## config.mk

```make
export PLATFORM = sky130hd
export DESIGN_NAME = dprs_ctrl
export DESIGN_NICKNAME = d
export VERILOG_FILES = /design/src/design/dprs_pkg.sv /design/src/design/dprs_pick_if.sv /design/src/design/dprs_ctrl.sv /design/src/design/dprs_ref_pick.sv
export VERILOG_INCLUDE_DIRS = /design/src /design/src/design
export SDC_FILE = /design/constraint.sdc
export NUM_CORES = 1
export LEC_CHECK = 0
export BUFFER_PORTS_ARGS = -buffer_cell sky130_fd_sc_hd__buf_2
export CAP_MARGIN = 20
export CORE_ASPECT_RATIO = 0.7
export CORE_MARGIN = 10
export CORE_UTILIZATION = 30
export DETAILED_ROUTE_END_ITERATION = 8
export PLACE_DENSITY = 0.49
export SLEW_MARGIN = 20
export SYNTH_ARGS = -nofsm -noshare
export SYNTH_HDL_FRONTEND = slang
export SYNTH_SLANG_ARGS = --single-unit
```

## constraint.sdc

```tcl
create_clock -name i_clk -period 2.5 [get_ports i_clk]
set_clock_uncertainty 0.15 [all_clocks]
set_input_delay 0.25 -clock i_clk [delete_from_list [all_inputs] [get_ports i_clk]]
set_output_delay 0.25 -clock i_clk [all_outputs]
set_load 0.02 [all_outputs]
```

## src/design/dprs_cfg.svh

```systemverilog
`ifndef DPRS_CFG_SVH
`define DPRS_CFG_SVH

// ----------------------------------------------------------------------
// register byte addresses
// ----------------------------------------------------------------------
`define DPRS_ADDR_MODE      16'h003B
`define DPRS_ADDR_PRIO      16'h003C
`define DPRS_ADDR_EXCL      16'h003D
`define DPRS_ADDR_PRE_BASE  16'h003E
`define DPRS_PRE_STRIDE     16'h0003

// ----------------------------------------------------------------------
// field positions
// ----------------------------------------------------------------------
`define DPRS_MODE_REFSEL_HI 7
`define DPRS_MODE_REFSEL_LO 5
`define DPRS_MODE_FBSEL_HI  4
`define DPRS_MODE_FBSEL_LO  2
`define DPRS_MODE_RVRT_BIT  1
`define DPRS_MODE_SWM_BIT   0
`define DPRS_EXCL_LO        4
`define DPRS_PRE_HI_BITS    5

// ----------------------------------------------------------------------
// reset values
// ----------------------------------------------------------------------
`define DPRS_RST_MODE       8'h03
`define DPRS_RST_PRIO       8'hE4
`define DPRS_RST_EXCL       4'h0
`define DPRS_RST_FORCE      2'h0
`define DPRS_RST_PRE        21'h000000

// ----------------------------------------------------------------------
// field codes
// ----------------------------------------------------------------------
`define DPRS_SEL_AUTO       3'h0
`define DPRS_SEL_GPIO       3'h1
`define DPRS_FORCE_AUTO     2'h0
`define DPRS_FORCE_FREE     2'h1
`define DPRS_FORCE_NORM     2'h2
`define DPRS_FORCE_HOLD     2'h3
`define DPRS_SLOPE_NONE     2'h0
`define DPRS_SLOPE_83       2'h1
`define DPRS_SLOPE_13       2'h2
`define DPRS_RATE_83_US     7'h53
`define DPRS_RATE_13_US     7'h0D

`endif

```

## src/design/dprs_pkg.sv

```systemverilog
`default_nettype none

package dprs_pkg;
    // one-hot pll operating state
    typedef enum logic [2:0] {
        DPRS_ST_FREE = 3'b001,
        DPRS_ST_NORM = 3'b010,
        DPRS_ST_HOLD = 3'b100
    } dprs_state_t;

    typedef logic [20:0] dprs_prediv_t;
    typedef logic [1:0]  dprs_ref_t;
endpackage

`default_nettype wire

```

## src/design/dprs_pick_if.sv

```systemverilog
`default_nettype none

// carries candidate data to the priority picker and its choice back
interface dprs_pick_if;
    logic [7:0] prio;
    logic [3:0] excl;
    logic [3:0] los;
    logic [1:0] best;
    logic       found;

    modport ctrl (output prio, output excl, output los, input best, input found);
    modport pick (input prio, input excl, input los, output best, output found);
endinterface

`default_nettype wire

```

## src/design/dprs_ctrl.sv

```systemverilog
// Function
// - 000 automatic, 001 gpio, 010/011 reserved
// - codes 100-111 force reference 0-3
// - feedback codes 000-011 use internal divider
// - feedback codes 100-111 use external reference
// - revert bit: 0 non-revertive, 1 revertive
// - phase policy 0 absorbs phase offset
// - phase policy 1 caps slope, reset set
// - two-bit priority per reference, 00 highest
// - reset priorities 00, 01, 10, 11
// - exclusion bit removes reference from switchover
// - state control: auto, free, normal, holdover
// - 21-bit pre-divider per reference, reset zero
// - slope codes: none, 83, 13, reserved
`include "dprs_cfg.svh"
`default_nettype none

module dprs_ctrl (
    input  wire logic                  i_clk,
    input  wire logic                  i_srst,
    input  wire logic [15:0]           i_reg_addr,
    input  wire logic                  i_reg_wr,
    input  wire logic [7:0]            i_reg_wdata,
    input  wire logic                  i_reg_rd,
    output var  logic [7:0]            o_reg_rdata,
    input  wire logic [3:0]            i_los,
    input  wire logic [1:0]            i_gpio_sel,
    input  wire logic [1:0]            i_phase_slope_limit,
    output var  dprs_pkg::dprs_ref_t   o_active_ref,
    output var  logic                  o_ref_valid,
    output var  dprs_pkg::dprs_state_t o_pll_state,
    output var  logic                  o_fb_external,
    output var  dprs_pkg::dprs_ref_t   o_fb_ref,
    output var  dprs_pkg::dprs_prediv_t o_predivider,
    output var  logic                  o_phase_absorb,
    output var  logic                  o_slope_limit_en,
    output var  logic [6:0]            o_slope_rate_us
);
    import dprs_pkg::*;

    // ------------------------------------------------------------------
    // configuration registers
    // ------------------------------------------------------------------
    logic [7:0]   mode_reg;
    logic [7:0]   mode_next;
    logic [7:0]   prio_reg;
    logic [7:0]   prio_next;
    logic [3:0]   excl_reg;
    logic [3:0]   excl_next;
    logic [1:0]   force_reg;
    logic [1:0]   force_next;
    dprs_prediv_t pre_reg  [4];
    dprs_prediv_t pre_next [4];
    logic [7:0]   rdata_reg;
    logic [7:0]   rdata_next;

    // byte address of the top byte of reference k's pre-divider
    function automatic logic [15:0] pre_addr(input int k);
        pre_addr = 16'(`DPRS_ADDR_PRE_BASE + k * `DPRS_PRE_STRIDE);
    endfunction

    // write decode; reserved bit positions are simply not stored
    always_comb begin
        mode_next  = mode_reg;
        prio_next  = prio_reg;
        excl_next  = excl_reg;
        force_next = force_reg;
        for (int k = 0; k < 4; k++) begin
            pre_next[k] = pre_reg[k];
        end
        if (i_reg_wr) begin
            case (i_reg_addr)
                `DPRS_ADDR_MODE: begin
                    mode_next = i_reg_wdata;
                end
                `DPRS_ADDR_PRIO: begin
                    prio_next = i_reg_wdata;
                end
                `DPRS_ADDR_EXCL: begin
                    excl_next  = i_reg_wdata[7:`DPRS_EXCL_LO];
                    force_next = i_reg_wdata[1:0];
                end
                default: begin
                end
            endcase
            for (int k = 0; k < 4; k++) begin
                if (i_reg_addr == pre_addr(k)) begin
                    pre_next[k][20:16] = i_reg_wdata[`DPRS_PRE_HI_BITS-1:0];
                end
                if (i_reg_addr == 16'(pre_addr(k) + 16'h0001)) begin
                    pre_next[k][15:8] = i_reg_wdata;
                end
                if (i_reg_addr == 16'(pre_addr(k) + 16'h0002)) begin
                    pre_next[k][7:0] = i_reg_wdata;
                end
            end
        end
    end

    // reset values give revertive switching and slope-capped switchover
    always_ff @(posedge i_clk) begin
        if (i_srst) begin
            mode_reg  <= `DPRS_RST_MODE;
            prio_reg  <= `DPRS_RST_PRIO;
            excl_reg  <= `DPRS_RST_EXCL;
            force_reg <= `DPRS_RST_FORCE;
            for (int k = 0; k < 4; k++) begin
                pre_reg[k] <= `DPRS_RST_PRE;
            end
        end else begin
            mode_reg  <= mode_next;
            prio_reg  <= prio_next;
            excl_reg  <= excl_next;
            force_reg <= force_next;
            for (int k = 0; k < 4; k++) begin
                pre_reg[k] <= pre_next[k];
            end
        end
    end

    // ------------------------------------------------------------------
    // read back
    // ------------------------------------------------------------------
    // reserved bits read as zero; unmapped addresses read zero
    always_comb begin
        rdata_next = rdata_reg;
        if (i_reg_rd) begin
            rdata_next = 8'h00;
            case (i_reg_addr)
                `DPRS_ADDR_MODE: begin
                    rdata_next = mode_reg;
                end
                `DPRS_ADDR_PRIO: begin
                    rdata_next = prio_reg;
                end
                `DPRS_ADDR_EXCL: begin
                    rdata_next = {excl_reg, 2'h0, force_reg};
                end
                default: begin
                end
            endcase
            for (int k = 0; k < 4; k++) begin
                if (i_reg_addr == pre_addr(k)) begin
                    rdata_next = {3'h0, pre_reg[k][20:16]};
                end
                if (i_reg_addr == 16'(pre_addr(k) + 16'h0001)) begin
                    rdata_next = pre_reg[k][15:8];
                end
                if (i_reg_addr == 16'(pre_addr(k) + 16'h0002)) begin
                    rdata_next = pre_reg[k][7:0];
                end
            end
        end
    end

    always_ff @(posedge i_clk) begin
        if (i_srst) begin
            rdata_reg <= 8'h00;
        end else begin
            rdata_reg <= rdata_next;
        end
    end

    // ------------------------------------------------------------------
    // automatic candidate search
    // ------------------------------------------------------------------
    dprs_pick_if pick_bus ();

    assign pick_bus.prio = prio_reg;
    assign pick_bus.excl = excl_reg;
    assign pick_bus.los  = i_los;

    dprs_ref_pick u_pick (
        .pk (pick_bus.pick)
    );

    // ------------------------------------------------------------------
    // reference selection and pll state
    // ------------------------------------------------------------------
    dprs_ref_t   active_reg;
    dprs_ref_t   active_next;
    logic        valid_reg;
    logic        valid_next;
    dprs_state_t state_reg;
    dprs_state_t state_next;
    logic [2:0]  refsel;
    dprs_ref_t   cand;
    logic        cand_ok;
    logic        cur_ok;

    assign refsel = mode_reg[`DPRS_MODE_REFSEL_HI:`DPRS_MODE_REFSEL_LO];

    // the present reference stays usable while clean and not excluded
    assign cur_ok = valid_reg && !i_los[active_reg] && !excl_reg[active_reg];

    // manual modes ignore exclusion: it only shapes the auto sequence
    always_comb begin
        cand    = active_reg;
        cand_ok = 1'b0;
        if (refsel[2]) begin
            cand    = refsel[1:0];
            cand_ok = !i_los[refsel[1:0]];
        end else if (refsel == `DPRS_SEL_GPIO) begin
            cand    = i_gpio_sel;
            cand_ok = !i_los[i_gpio_sel];
        end else if (!mode_reg[`DPRS_MODE_RVRT_BIT] && cur_ok) begin
            cand    = active_reg;
            cand_ok = 1'b1;
        end else begin
            // auto and the reserved codes; revertive always takes the best
            cand    = pick_bus.best;
            cand_ok = pick_bus.found;
        end
    end

    // holdover keeps the last reference so a return is seamless
    always_comb begin
        active_next = cand_ok ? cand : active_reg;
        valid_next  = cand_ok;
        state_next  = state_reg;
        unique case (force_reg)
            `DPRS_FORCE_FREE: begin
                state_next = DPRS_ST_FREE;
            end
            `DPRS_FORCE_NORM: begin
                state_next = DPRS_ST_NORM;
            end
            `DPRS_FORCE_HOLD: begin
                state_next = DPRS_ST_HOLD;
            end
            `DPRS_FORCE_AUTO: begin
                unique case (state_reg)
                    DPRS_ST_FREE: begin
                        if (cand_ok) begin
                            state_next = DPRS_ST_NORM;
                        end
                    end
                    DPRS_ST_NORM: begin
                        if (!cand_ok) begin
                            state_next = DPRS_ST_HOLD;
                        end
                    end
                    DPRS_ST_HOLD: begin
                        if (cand_ok) begin
                            state_next = DPRS_ST_NORM;
                        end
                    end
                endcase
            end
        endcase
    end

    always_ff @(posedge i_clk) begin
        if (i_srst) begin
            active_reg <= 2'h0;
            valid_reg  <= 1'b0;
            state_reg  <= DPRS_ST_FREE;
        end else begin
            active_reg <= active_next;
            valid_reg  <= valid_next;
            state_reg  <= state_next;
        end
    end

    // ------------------------------------------------------------------
    // registered outputs
    // ------------------------------------------------------------------
    logic         fbx_next;
    dprs_ref_t    fbr_next;
    logic         absorb_next;
    logic         slope_en_next;
    logic [6:0]   rate_next;
    logic         fbx_reg;
    dprs_ref_t    fbr_reg;
    logic         absorb_reg;
    logic         slope_en_reg;
    logic [6:0]   rate_reg;
    dprs_prediv_t prediv_reg;

    // slope decode only matters when the policy asks for capping
    always_comb begin
        fbx_next      = mode_reg[`DPRS_MODE_FBSEL_HI];
        fbr_next      = mode_reg[`DPRS_MODE_FBSEL_HI-1:`DPRS_MODE_FBSEL_LO];
        absorb_next   = !mode_reg[`DPRS_MODE_SWM_BIT];
        slope_en_next = 1'b0;
        rate_next     = 7'h00;
        if (mode_reg[`DPRS_MODE_SWM_BIT]) begin
            unique case (i_phase_slope_limit)
                `DPRS_SLOPE_83: begin
                    slope_en_next = 1'b1;
                    rate_next     = `DPRS_RATE_83_US;
                end
                `DPRS_SLOPE_13: begin
                    slope_en_next = 1'b1;
                    rate_next     = `DPRS_RATE_13_US;
                end
                default: begin
                    // none or reserved: bandwidth alone sets the slope
                    slope_en_next = 1'b0;
                end
            endcase
        end
    end

    always_ff @(posedge i_clk) begin
        if (i_srst) begin
            fbx_reg      <= 1'b0;
            fbr_reg      <= 2'h0;
            absorb_reg   <= 1'b0;
            slope_en_reg <= 1'b0;
            rate_reg     <= 7'h00;
            prediv_reg   <= `DPRS_RST_PRE;
        end else begin
            fbx_reg      <= fbx_next;
            fbr_reg      <= fbr_next;
            absorb_reg   <= absorb_next;
            slope_en_reg <= slope_en_next;
            rate_reg     <= rate_next;
            prediv_reg   <= pre_reg[active_next];
        end
    end

    assign o_reg_rdata      = rdata_reg;
    assign o_active_ref     = active_reg;
    assign o_ref_valid      = valid_reg;
    assign o_pll_state      = state_reg;
    assign o_fb_external    = fbx_reg;
    assign o_fb_ref         = fbr_reg;
    assign o_predivider     = prediv_reg;
    assign o_phase_absorb   = absorb_reg;
    assign o_slope_limit_en = slope_en_reg;
    assign o_slope_rate_us  = rate_reg;
endmodule

`default_nettype wire

```

## src/design/dprs_ref_pick.sv

```systemverilog
`default_nettype none

module dprs_ref_pick (
    dprs_pick_if.pick pk
);
    // ------------------------------------------------------------------
    // priority search
    // ------------------------------------------------------------------
    // lowest code wins; ties go to the lower reference index
    always_comb begin
        logic [1:0] best_v;
        logic [1:0] code_v;
        logic       found_v;
        best_v  = 2'h0;
        code_v  = 2'h3;
        found_v = 1'b0;
        for (int k = 0; k < 4; k++) begin
            if (!pk.excl[k] && !pk.los[k]) begin
                if (!found_v || (pk.prio[2*k +: 2] < code_v)) begin
                    best_v  = 2'(k);
                    code_v  = pk.prio[2*k +: 2];
                    found_v = 1'b1;
                end
            end
        end
        pk.best  = best_v;
        pk.found = found_v;
    end
endmodule

`default_nettype wire
```

## Word level (Yosys, flattened, before mapping)

Memories as Yosys holds them, arrays and structs flattened. A register that Yosys moved wholly into a read port is not among the register bits.
Cells that the tools add are included.

- Add/sub/neg operators: 0
- Multiply operators: 0
- Divide/modulo/power cells: 0
- Magnitude comparators: 6
- Eq/ne operators: 26
- Shift-type cells: 0
- Multiplexer cells: 72
- Bitwise operators: 5
- Reductions and logical operators: 35

Operators by type and width:

| cell | number |
|---|---|
| $eq A16 B7 Y1 const B | 10 |
| $mux W8 | 20 |
| $mux W21 | 4 |
| $mux W84 | 1 |
| $eq A16 B6 Y1 const B | 5 |
| $mux W2 | 14 |
| $pmux W8 S3 | 1 |
| $mux W5 | 4 |
| $mux W1 | 19 |
| $logic_not A1 Y1 | 17 |
| $pmux W7 S2 | 1 |
| $pmux W3 S4 | 1 |
| $lt A2 B3 Y1 const B | 3 |
| $bmux W1 S2 | 4 |
| $reduce_and A2 Y1 | 4 |
| $logic_and A1 B1 Y1 | 7 |
| $eq A2 B2 Y1 const B | 3 |
| $eq A3 B1 Y1 const B | 2 |
| $lt A2 B2 Y1 | 3 |
| $mux W3 | 2 |
| $ne A3 B3 Y1 const B | 2 |
| $pmux W3 S2 | 1 |
| $reduce_or A2 Y1 | 3 |
| $eq A2 B1 Y1 const B | 2 |
| other kinds (6) | 11 |

- Register bits after elaboration: 48
- Latch bits: 0
- Memory bits (writable): 84
- Bits in read-only memories: 0
- Input port bits: 36
- Output and inout bits: 47
- Logic and storage cells: 158
- Memories: 1

Memories:

| memory | words | bits a word | read ports | clocked after memory_dff | write ports | line | text |
|---|---|---|---|---|---|---|---|
| pre_reg | 4 | 21 | 5 | 1 | 4 | dprs_ctrl.sv:52 | `dprs_prediv_t pre_reg [4];` |

## Depth between registers and ports, before layout

Gate-level depths: netlist of run 1.

- Word-level depth: 21
- Mapped depth: 13
- Mapped depth without buffers: 11

## Modules after synthesis

Synthesis of run 1 repeated with hierarchy kept, for this count alone.

- Cells, all modules: 883
- Area, all modules: 7,408.4 sq um

By module, submodules not included:

| module | instances | cells each | area each (sq um) | seq. area each (sq um) |
|---|---|---|---|---|
| dprs_ctrl | 1 | 849 | 7,188.1 | 2,962.8 |
| dprs_ref_pick | 1 | 34 | 220.2 | 0.0 |

## Worst setup path after synthesis of run 1

Ideal clock, no wire load.

- Path type: reg2reg
- Start point: reg excl_reg[0]
- End point: reg prediv_reg[0], in the netlist o_predivider[0], read port of pre_reg
- Setup time: 0.134 ns
- Arrival time: 2.375 ns
- Required time: 2.216 ns
- Path slack: -0.159 ns
- Cell stages (with the launch flop): 13
- Buffers on the path: 1
- Period minus slack after synthesis: 2.659 ns
- Path through: dfxtp_1 nor3_1 nor2_1 o21ai_0 ha_1 nor3_1 a41oi_1 nor2_1 a221oi_1 a311oi_1 o21bai_1 clkbuf_1 o22ai_1

- Cells in the longest elaborated chain, start to end: 19
- Elaborated cells on any way between the ends: 41
- Classes of those cells: order compare (3); mux (27); reduce/logical (11)

RTL lines:

| element | line | text |
|---|---|---|
| start, declared | dprs_ctrl.sv:48 | `logic [3:0] excl_reg;` |
| start signal, assigned | dprs_ctrl.sv:105 | `` excl_reg <= `DPRS_RST_EXCL; `` |
| start signal, assigned | dprs_ctrl.sv:113 | `excl_reg <= excl_next;` |
| $logic_not A1 Y1 | dprs_ref_pick.sv:18 | `if (!pk.excl[k] && !pk.los[k]) begin` |
| $logic_and A1 B1 Y1 | dprs_ref_pick.sv:18 |  |
| $mux W2 or $mux W1 (tied branches) | dprs_ref_pick.sv:18 |  |
| $lt A2 B2 Y1 or $logic_not A1 Y1 (tied branches) | dprs_ref_pick.sv:19 | `if (!found_v \|\| (pk.prio[2*k +: 2] < code_v)) begin` |
| $logic_or A1 B1 Y1 | dprs_ref_pick.sv:19 |  |
| $mux W2 or $mux W1 (tied branches) | dprs_ref_pick.sv:19 |  |
| $mux W2 or $mux W1 (tied branches) | dprs_ref_pick.sv:18 |  |
| $lt A2 B2 Y1 or $logic_not A1 Y1 (tied branches) | dprs_ref_pick.sv:19 |  |
| [3 not listed] | -- |  |
| $lt A2 B2 Y1 or $logic_not A1 Y1 (tied branches) | dprs_ref_pick.sv:19 |  |
| $logic_or A1 B1 Y1 | dprs_ref_pick.sv:19 |  |
| $mux W2 or $mux W1 (tied branches) | dprs_ref_pick.sv:19 |  |
| $mux W2 or $mux W1 (tied branches) | dprs_ref_pick.sv:18 |  |
| $mux W2 or $mux W1 (tied branches) | dprs_ctrl.sv:206 | `` end else if (!mode_reg[`DPRS_MODE_RVRT_BIT] && cur_ok) begin `` |
| $mux W2 or $mux W1 (tied branches) | dprs_ctrl.sv:203 | `` end else if (refsel == `DPRS_SEL_GPIO) begin `` |
| $mux W2 or $mux W1 (tied branches) | dprs_ctrl.sv:200 | `if (refsel[2]) begin` |
| $mux W2 (*) | dprs_ctrl.sv:218 | `active_next = cand_ok ? cand : active_reg;` |
| end, declared | dprs_ctrl.sv:278 | `dprs_prediv_t prediv_reg;` |

Mark *: on every way between the ends. The rest lies on a longest branch, timed or not. The select of a mux whose other input is x is not followed.
A chain may end at the register's enable or synchronous reset.

## Worst setup path in the final report of run 1

- Start point: reg excl_reg[1]
- End point: reg prediv_reg[8], in the netlist o_predivider[8], read port of pre_reg

- Cells in the longest elaborated chain, start to end: 15
- Elaborated cells on any way between the ends: 33
- Classes of those cells: order compare (2); mux (22); reduce/logical (9)

RTL lines:

| element | line |
|---|---|
| $logic_not A1 Y1 | dprs_ref_pick.sv:18 |
| $logic_and A1 B1 Y1 | dprs_ref_pick.sv:18 |
| $mux W2 or $mux W1 (tied branches) | dprs_ref_pick.sv:18 |
| $lt A2 B2 Y1 or $logic_not A1 Y1 (tied branches) | dprs_ref_pick.sv:19 |
| $logic_or A1 B1 Y1 | dprs_ref_pick.sv:19 |
| $mux W2 or $mux W1 (tied branches) | dprs_ref_pick.sv:19 |
| $mux W2 or $mux W1 (tied branches) | dprs_ref_pick.sv:18 |
| $lt A2 B2 Y1 or $logic_not A1 Y1 (tied branches) | dprs_ref_pick.sv:19 |
| $logic_or A1 B1 Y1 | dprs_ref_pick.sv:19 |
| $mux W2 or $mux W1 (tied branches) | dprs_ref_pick.sv:19 |
| $mux W2 or $mux W1 (tied branches) | dprs_ref_pick.sv:18 |
| $mux W2 or $mux W1 (tied branches) | dprs_ctrl.sv:206 |
| $mux W2 or $mux W1 (tied branches) | dprs_ctrl.sv:203 |
| $mux W2 or $mux W1 (tied branches) | dprs_ctrl.sv:200 |
| $mux W2 (*) | dprs_ctrl.sv:218 |

Marks and branches as above.

==> results of run 1 <==
report_power, final:
part | switching (mW) | total (mW) | leakage, nW | internal, mW
logic | 0.339 | 0.588 | 2.22 | 0.248
clock network | 1.06 | 2.56 | 0.280 | 1.49
registers | 0.0161 | 2.39 | 1.20 | 2.37
total | 1.42 | 5.53 | 3.70 | 4.12
cell families after synthesis:
family,share of synthesized area
adder cells (fa/ha/maj),0.00654
AND/OR/NAND/NOR,0.217
buffers and inverters,0.0442
AO/OA/AOI/OAI,0.165
flip-flops,0.407
other,0.000516
multiplexers,0.159
Yosys cell counts (all sizes together), types with 3 or more instances:
master and instances:
mux4 3, o211ai 5, nor2b 12, and2 6, mux2i 102, inv 8
nand4 3, nand3b 5, clkbuf 43, buf 22, nor4 6, o21bai 4
a31oi 4, nand2 116, o22ai 25, a211oi 6, a22oi 15, nand3 38
a21oi 81, nor3 12, mux2 6, o221ai 3, nor2 101, nand2b 5
o21ai 19, or2 6, and3 3, dfxtp 148, nor3b 3, or4 5
ha 3, a32oi 4, a211o 6
final cells by class:
cell class / count / area, um^2
clock buffer: 20 / 447
clock inverter: 12 / 130
fill: 2432 / 14200
inverter: 9 / 33.8
multi-input combinational: 639 / 4190
sequential: 148 / 2970
tap: 318 / 398
timing repair buffer: 195 / 1440
per-layer routing:
metal	up-vias	share of wire	wire length [um]
met3	23	0.096	2740
li1	3363	-	-
met5	-	0	0
met2	299	0.38	10700
met1	3423	0.52	14700
met4	0	0.011	325
path summary, 6_finish.rpt:
path | slack (ns) | cells past startpoint | endpoint
hold reg to reg | 0.32 | 2 | o_reg_rdata[1]$_SDFFE_PP0P_
hold / removal | 0.03 | 4 | o_slope_limit_en$_SDFF_PP0_
setup reg to reg | -0.22 | 10 | o_predivider[8]$_SDFF_PP0_
setup / recovery | -0.22 | 10 | o_predivider[8]$_SDFF_PP0_
worst register-to-register path: stages, from the launching register on:
cell,delay (ns)
dfxtp_2,0.33
buf_4,0.15
or2_2,0.34
o22ai_2,0.17
a32oi_2,0.15
a221oi_2,0.35
buf_4,0.17
a311oi_4,0.08
or3_4,0.39
buf_12,0.17
o22ai_1,0.19
through the flow:
step                      power [mW]  instances  utilization  setup slack [ns]  area (um^2)
after floorplan                 2.73        861            -            0.0101         7350
after global placement          2.96       1301        0.368            -0.186         8750
after CTS                       5.54       1340        0.401            -0.192         9530
after detailed placement        2.96       1301        0.368            -0.247         8750
final                           5.53       1341        0.404            -0.224         9610
after global routing            5.71       1341        0.404            -0.376         9610
what timing repair did:
| item | 4_1_cts | 5_1_grt |
|---|---|---|
| endpoints found under the hold margin | 1 | 0 |
| gates resized for setup | 23 | 14 |
| setup endpoints to repair | 21 | 24 |
| hold buffers | 1 | 0 |
| pin swaps | 8 | 4 |
| setup buffers | 4 | 1 |
| cloned | 2 | 0 |
==> metrics.yaml, run 1 <==
status: "finished with violations"
violations: "setup timing"
synthArstFlopShare: 0
die_w_um: 206
setup_tns_ns: -4.15
insertedDiodeCount: 0
max-vdd-ir-drop_mv: 0.519
clkTransAtPathRegs_ns: 0.06
ys_seq_area_frac: 0.407
synth_fp_nets: 900
worst_pin_slew_ns: 0.756
period_share: 1.09
cp_cell_sequence: "buf_4 -> or2_2 -> o22ai_2 -> a32oi_2 -> a221oi_2 -> buf_4 -> a311oi_4 -> or3_4 -> buf_12 -> o22ai_1"
grt_remaining_overflow: 0
arrival_ns: 2.93
ant_nets: 0
viasPerCell: 5.30
cts_tree: "built"
crit_buf_inv: 3
grt_usage: 0.182
ys_types: 72
dr.pass1.iters: 5
cp_slowest_stage_delay_ns: 0.39
clkLatencyLatePin_ns: 0.44
grt_most_used_layer: "met1"
drive_above_1_share: 0.287
met2_usage: 0.236
grt_util_met1: 0.284
cp_slowest_cell: "or3_4"
slew_viol_final: 0
rsz0062_at_grt: "true"
cts_sinks: 148
io_buffers: 81
cts_buffer_depth: 2
period_needed_ns: 2.72
wirelength_um: 28400
finalSetupViolCount: 23
gp_congestion: 0.863
cts_root_buf: "clkbuf_16"
synth-seq-cells: 148
cpLargestDelayFamily: "compound AO/OA/AOI/OAI gates"
start_util: 0.306
critPathLaunchType: "register"
synth.area.top_cells: "dfxtp_1 41%, mux2i_1 14%, nand2_1 6.0%"
ys.flop_type: "dfxtp_1"
largest_register_ffs: 84
setup_slack_ns: -0.224
cap_viol_max_count: 0
netlist_instances: 861
finalNetCount: 1049
post-synth-top-area-cell: "dfxtp_1"
fmax_ghz: 0.367
power_density_nw_per_um2: 576
die_area_um2: 31000
worstPathRequired_ns: 2.70
wl_per_cell_um: 21.2
io_pins: 83
hold_viol: 0
hold_ws_ns: 0.0321
drcViolationCount: 0
cp_max_fo: 21
vias: 7108
worstSetupStartpoint: "excl_reg[1]$_SDFFE_PP0P_"
core_um2: 23800
timing.rr.start: "excl_reg[1]$_SDFFE_PP0P_"
p_leak_nw: 3.70
critical_path.most_common_cell: "buf_4"
antenna_found_initial: 1
grt_pass1_wl_um: 42600
final_common_cell: "dfxtp_1"
max_slew_margin: 0.496
hp-class: "in -> reg"
critPathCaptureType: "register"
grt_util_met3: 0.0472
synth.top_cell.area_share: 0.407
die_height_um: 150
min_from: "i_phase_slope_limit[0]"
syn-mean-instance-area_um2: 8.45
netlist_area_um2: 7270
grt_pass1_vias: 6717
synth_edf_count: 0
cts_buffers: 17
grt_max_degree: 67
htree_levels: 4
crit_type: "reg -> reg"
yosys_warnings: 0
first_iter_violations: 697
dpl.hpwl_um: 20900
fp-row-count: 47
mostFrequentLayoutCells: "143 x dfxtp_1, 116 x nand2_1, 97 x buf_4"
area_growth_pct: 32.1
Note: power is estimated with default switching activity, not from simulation.
==> run 2: changes to the inputs <==
--- a/config.mk
+++ b/config.mk
@@ -12,7 +12,7 @@
 export CORE_MARGIN = 10
 export CORE_UTILIZATION = 30
 export DETAILED_ROUTE_END_ITERATION = 8
-export PLACE_DENSITY = 0.49
+export PLACE_DENSITY = 0.48
 export SLEW_MARGIN = 20
 export SYNTH_ARGS = -nofsm -noshare
 export SYNTH_HDL_FRONTEND = slang
==> constraint.sdc (replaced) <==
create_clock -name i_clk -period 2.7 [get_ports i_clk]
set_clock_uncertainty 0.15 [all_clocks]
set_input_delay 0.27 -clock i_clk [delete_from_list [all_inputs] [get_ports i_clk]]
set_output_delay 0.27 -clock i_clk [all_outputs]
set_load 0.02 [all_outputs]
==> metrics.yaml, run 2 (synthesized netlist as in run 1, its figures left out) <==
arrival_ns: 3.00  # +0.07 ns
finalNetCount: 1029  # -1.9%
viasPerCell: 5.39  # +1.7%
crit_type: "reg -> reg"
final_common_cell: "dfxtp_1"
cts_sinks: 148  # unchanged
wl_per_cell_um: 22.0  # +4.1%
htree_levels: 4  # unchanged
violations: "setup timing"
cpLargestDelayFamily: "compound AO/OA/AOI/OAI gates"
dpl_cell_area_um2: 8510  # -2.7%
mostFrequentLayoutCells: "146 x dfxtp_1, 116 x nand2_1, 97 x nor2_1"
start_util: 0.306  # unchanged
grt_max_degree: 51  # -24%
largest_register_ffs: 84  # unchanged
die_w_um: 206  # unchanged
max_slew_margin: 0.571  # +0.0747
core_um2: 23800  # unchanged
place_ws_ns: -0.258  # -0.0107 ns
grt_pass1_wl_um: 43400  # +1.9%
setup_slack_ns: -0.0946  # +0.129 ns
cp_slowest_cell: "or3_4"
io_buffers: 81  # unchanged
cp_cell_sequence: "or2_4 -> o21ai_2 -> ha_2 -> nor3_2 -> a41oi_2 -> nor2_1 -> a221oi_2 -> buf_4 -> a311oi_2 -> or3_4 -> clkbuf_16 -> o22ai_1"
cts_buffer_depth: 2  # unchanged
die_area_um2: 31000  # unchanged
cap_viol_max_count: 0  # unchanged
grt_remaining_overflow: 0  # unchanged
cp_slowest_stage_delay_ns: 0.42  # +0.03 ns
grt_pass1_vias: 6821  # +1.5%
dr.pass1.iters: 5  # unchanged
drcViolationCount: 0  # unchanged
cts_tree: "built"
slew_viol_final: 0  # unchanged
critPathLaunchType: "register"
dpl.hpwl_um: 20700  # -1.2%
worst_pin_slew_ns: 0.644  # -0.112 ns
rrSetupSlack_ns: -0.09  # +0.13 ns
p_leak_nw: 3.60  # -2.5%
ant_nets: 0  # unchanged
rsz0062_at_grt: "true"
crit_buf_inv: 2  # -1
fmax_ghz: 0.358  # -2.5%
period_share: 1.04  # -0.0544
fill_cells: 2430  # -0.082%
die_height_um: 150  # unchanged
clkTransAtPathRegs_ns: 0.07  # about the same
grt_usage: 0.185  # +0.00272
io_pins: 83  # unchanged
max-vdd-ir-drop_mv: 0.440  # -15%
ff_latch_area_um2: 2970  # -0.13%
vias: 7121  # +0.18%
power_mw: 5.25  # -5.1%
clkLatencyLatePin_ns: 0.44  # about the same
gp_congestion: 0.893  # +3.5%
period_needed_ns: 2.79  # +0.0710 ns
power_density_nw_per_um2: 551  # -4.3%
area_growth_pct: 31.0
utilization: 0.401  # -0.00327
first_iter_violations: 664  # -4.7%
drive_above_1_share: 0.272  # -0.0152
critPathCaptureType: "register"
worstPathRequired_ns: 2.91  # +0.21 ns
antenna_found_initial: 1  # unchanged
hold_viol: 0  # unchanged
status: "finished with violations"
final_area_um2: 9530  # -0.81%
wirelength_um: 29100  # +2.5%
cp_max_fo: 5  # -76%
cts_root_buf: "clkbuf_16"
setup_tns_ns: -1.08  # +3.07 ns
insertedDiodeCount: 0  # unchanged
fp-row-count: 47  # unchanged
cts_buffers: 17  # unchanged
finalSetupViolCount: 21  # -8.7%
multiInputGateArea_um2: 4220  # +0.69%
hp-class: "in -> reg"
[run 2: changes by cell type in the layout (fill, tap and decap cells not counted), moves of 3 or more]
cell      delta
mux2i_1      -3
dfxtp_1      +3
clkinv_2     -4
buf_4       -20
mux2i_4      +5
inv_6        +4
dfxtp_2      -3
[run 2: layer usage]
metal	share of wire	wire, um	GRT usage
met2	0.40	11600	0.249
met5	0.00045	13	0
met3	0.091	2640	0.0515
met1	0.50	14500	0.276
met4	0.0095	278	0.0498
[run 2: cell type report]
cell class	instances	area share
clock buffer	18	0.0461
inverter	9	0.00355
sequential	148	0.311
tap	318	0.0418
timing repair buffer	175	0.137
clock inverter	14	0.0173
multi-input combinational	639	0.443
[run 2: tightest hold or removal path, delay by kind of cell]
family,cells,cell delay (ns)
and+or+nand+nor,1,0.04
adders and majority gates,1,0.12
buffers and inverters,2,0.15
[run 2: final timing paths]
path,end,cells past startpoint,startpoint
worst max register to register,o_predivider[4]$_SDFF_PP0_,12,excl_reg[2]$_SDFFE_PP0P_
worst max-delay path,o_predivider[4]$_SDFF_PP0_,12,excl_reg[2]$_SDFFE_PP0P_
worst min-delay path,o_slope_limit_en$_SDFF_PP0_,4,i_phase_slope_limit[0]
worst min register to register,pre_reg[2][2]$_SDFFE_PP0P_,2,pre_reg[2][2]$_SDFFE_PP0P_
[run 2: repair_timing]
| item | CTS | global route |
|---|---|---|
| gates cloned | 1 | 3 |
| endpoints found under the hold margin | 1 | 0 |
| pin swaps | 9 | 13 |
| endpoints found under the setup margin | 22 | 23 |
| setup buffers | 5 | 1 |
| gates resized for setup | 17 | 30 |
| hold buffers | 1 | 0 |
[run 2: through the flow]
step | cells | hold slack (ns)
3_5_place_dp | 1278 | 0.309
5_1_grt | 1321 | 0.0456
2_1_floorplan | 861 | 0.267
3_3_place_gp | 1278 | 0.307
4_1_cts | 1317 | 0.0295
6_report | 1321 | 0.0332
[run 2: report_power, final]
group          internal (mW)  switching [mW]
sequential              2.20          0.0144
combinational          0.229           0.328
clock                   1.41            1.07
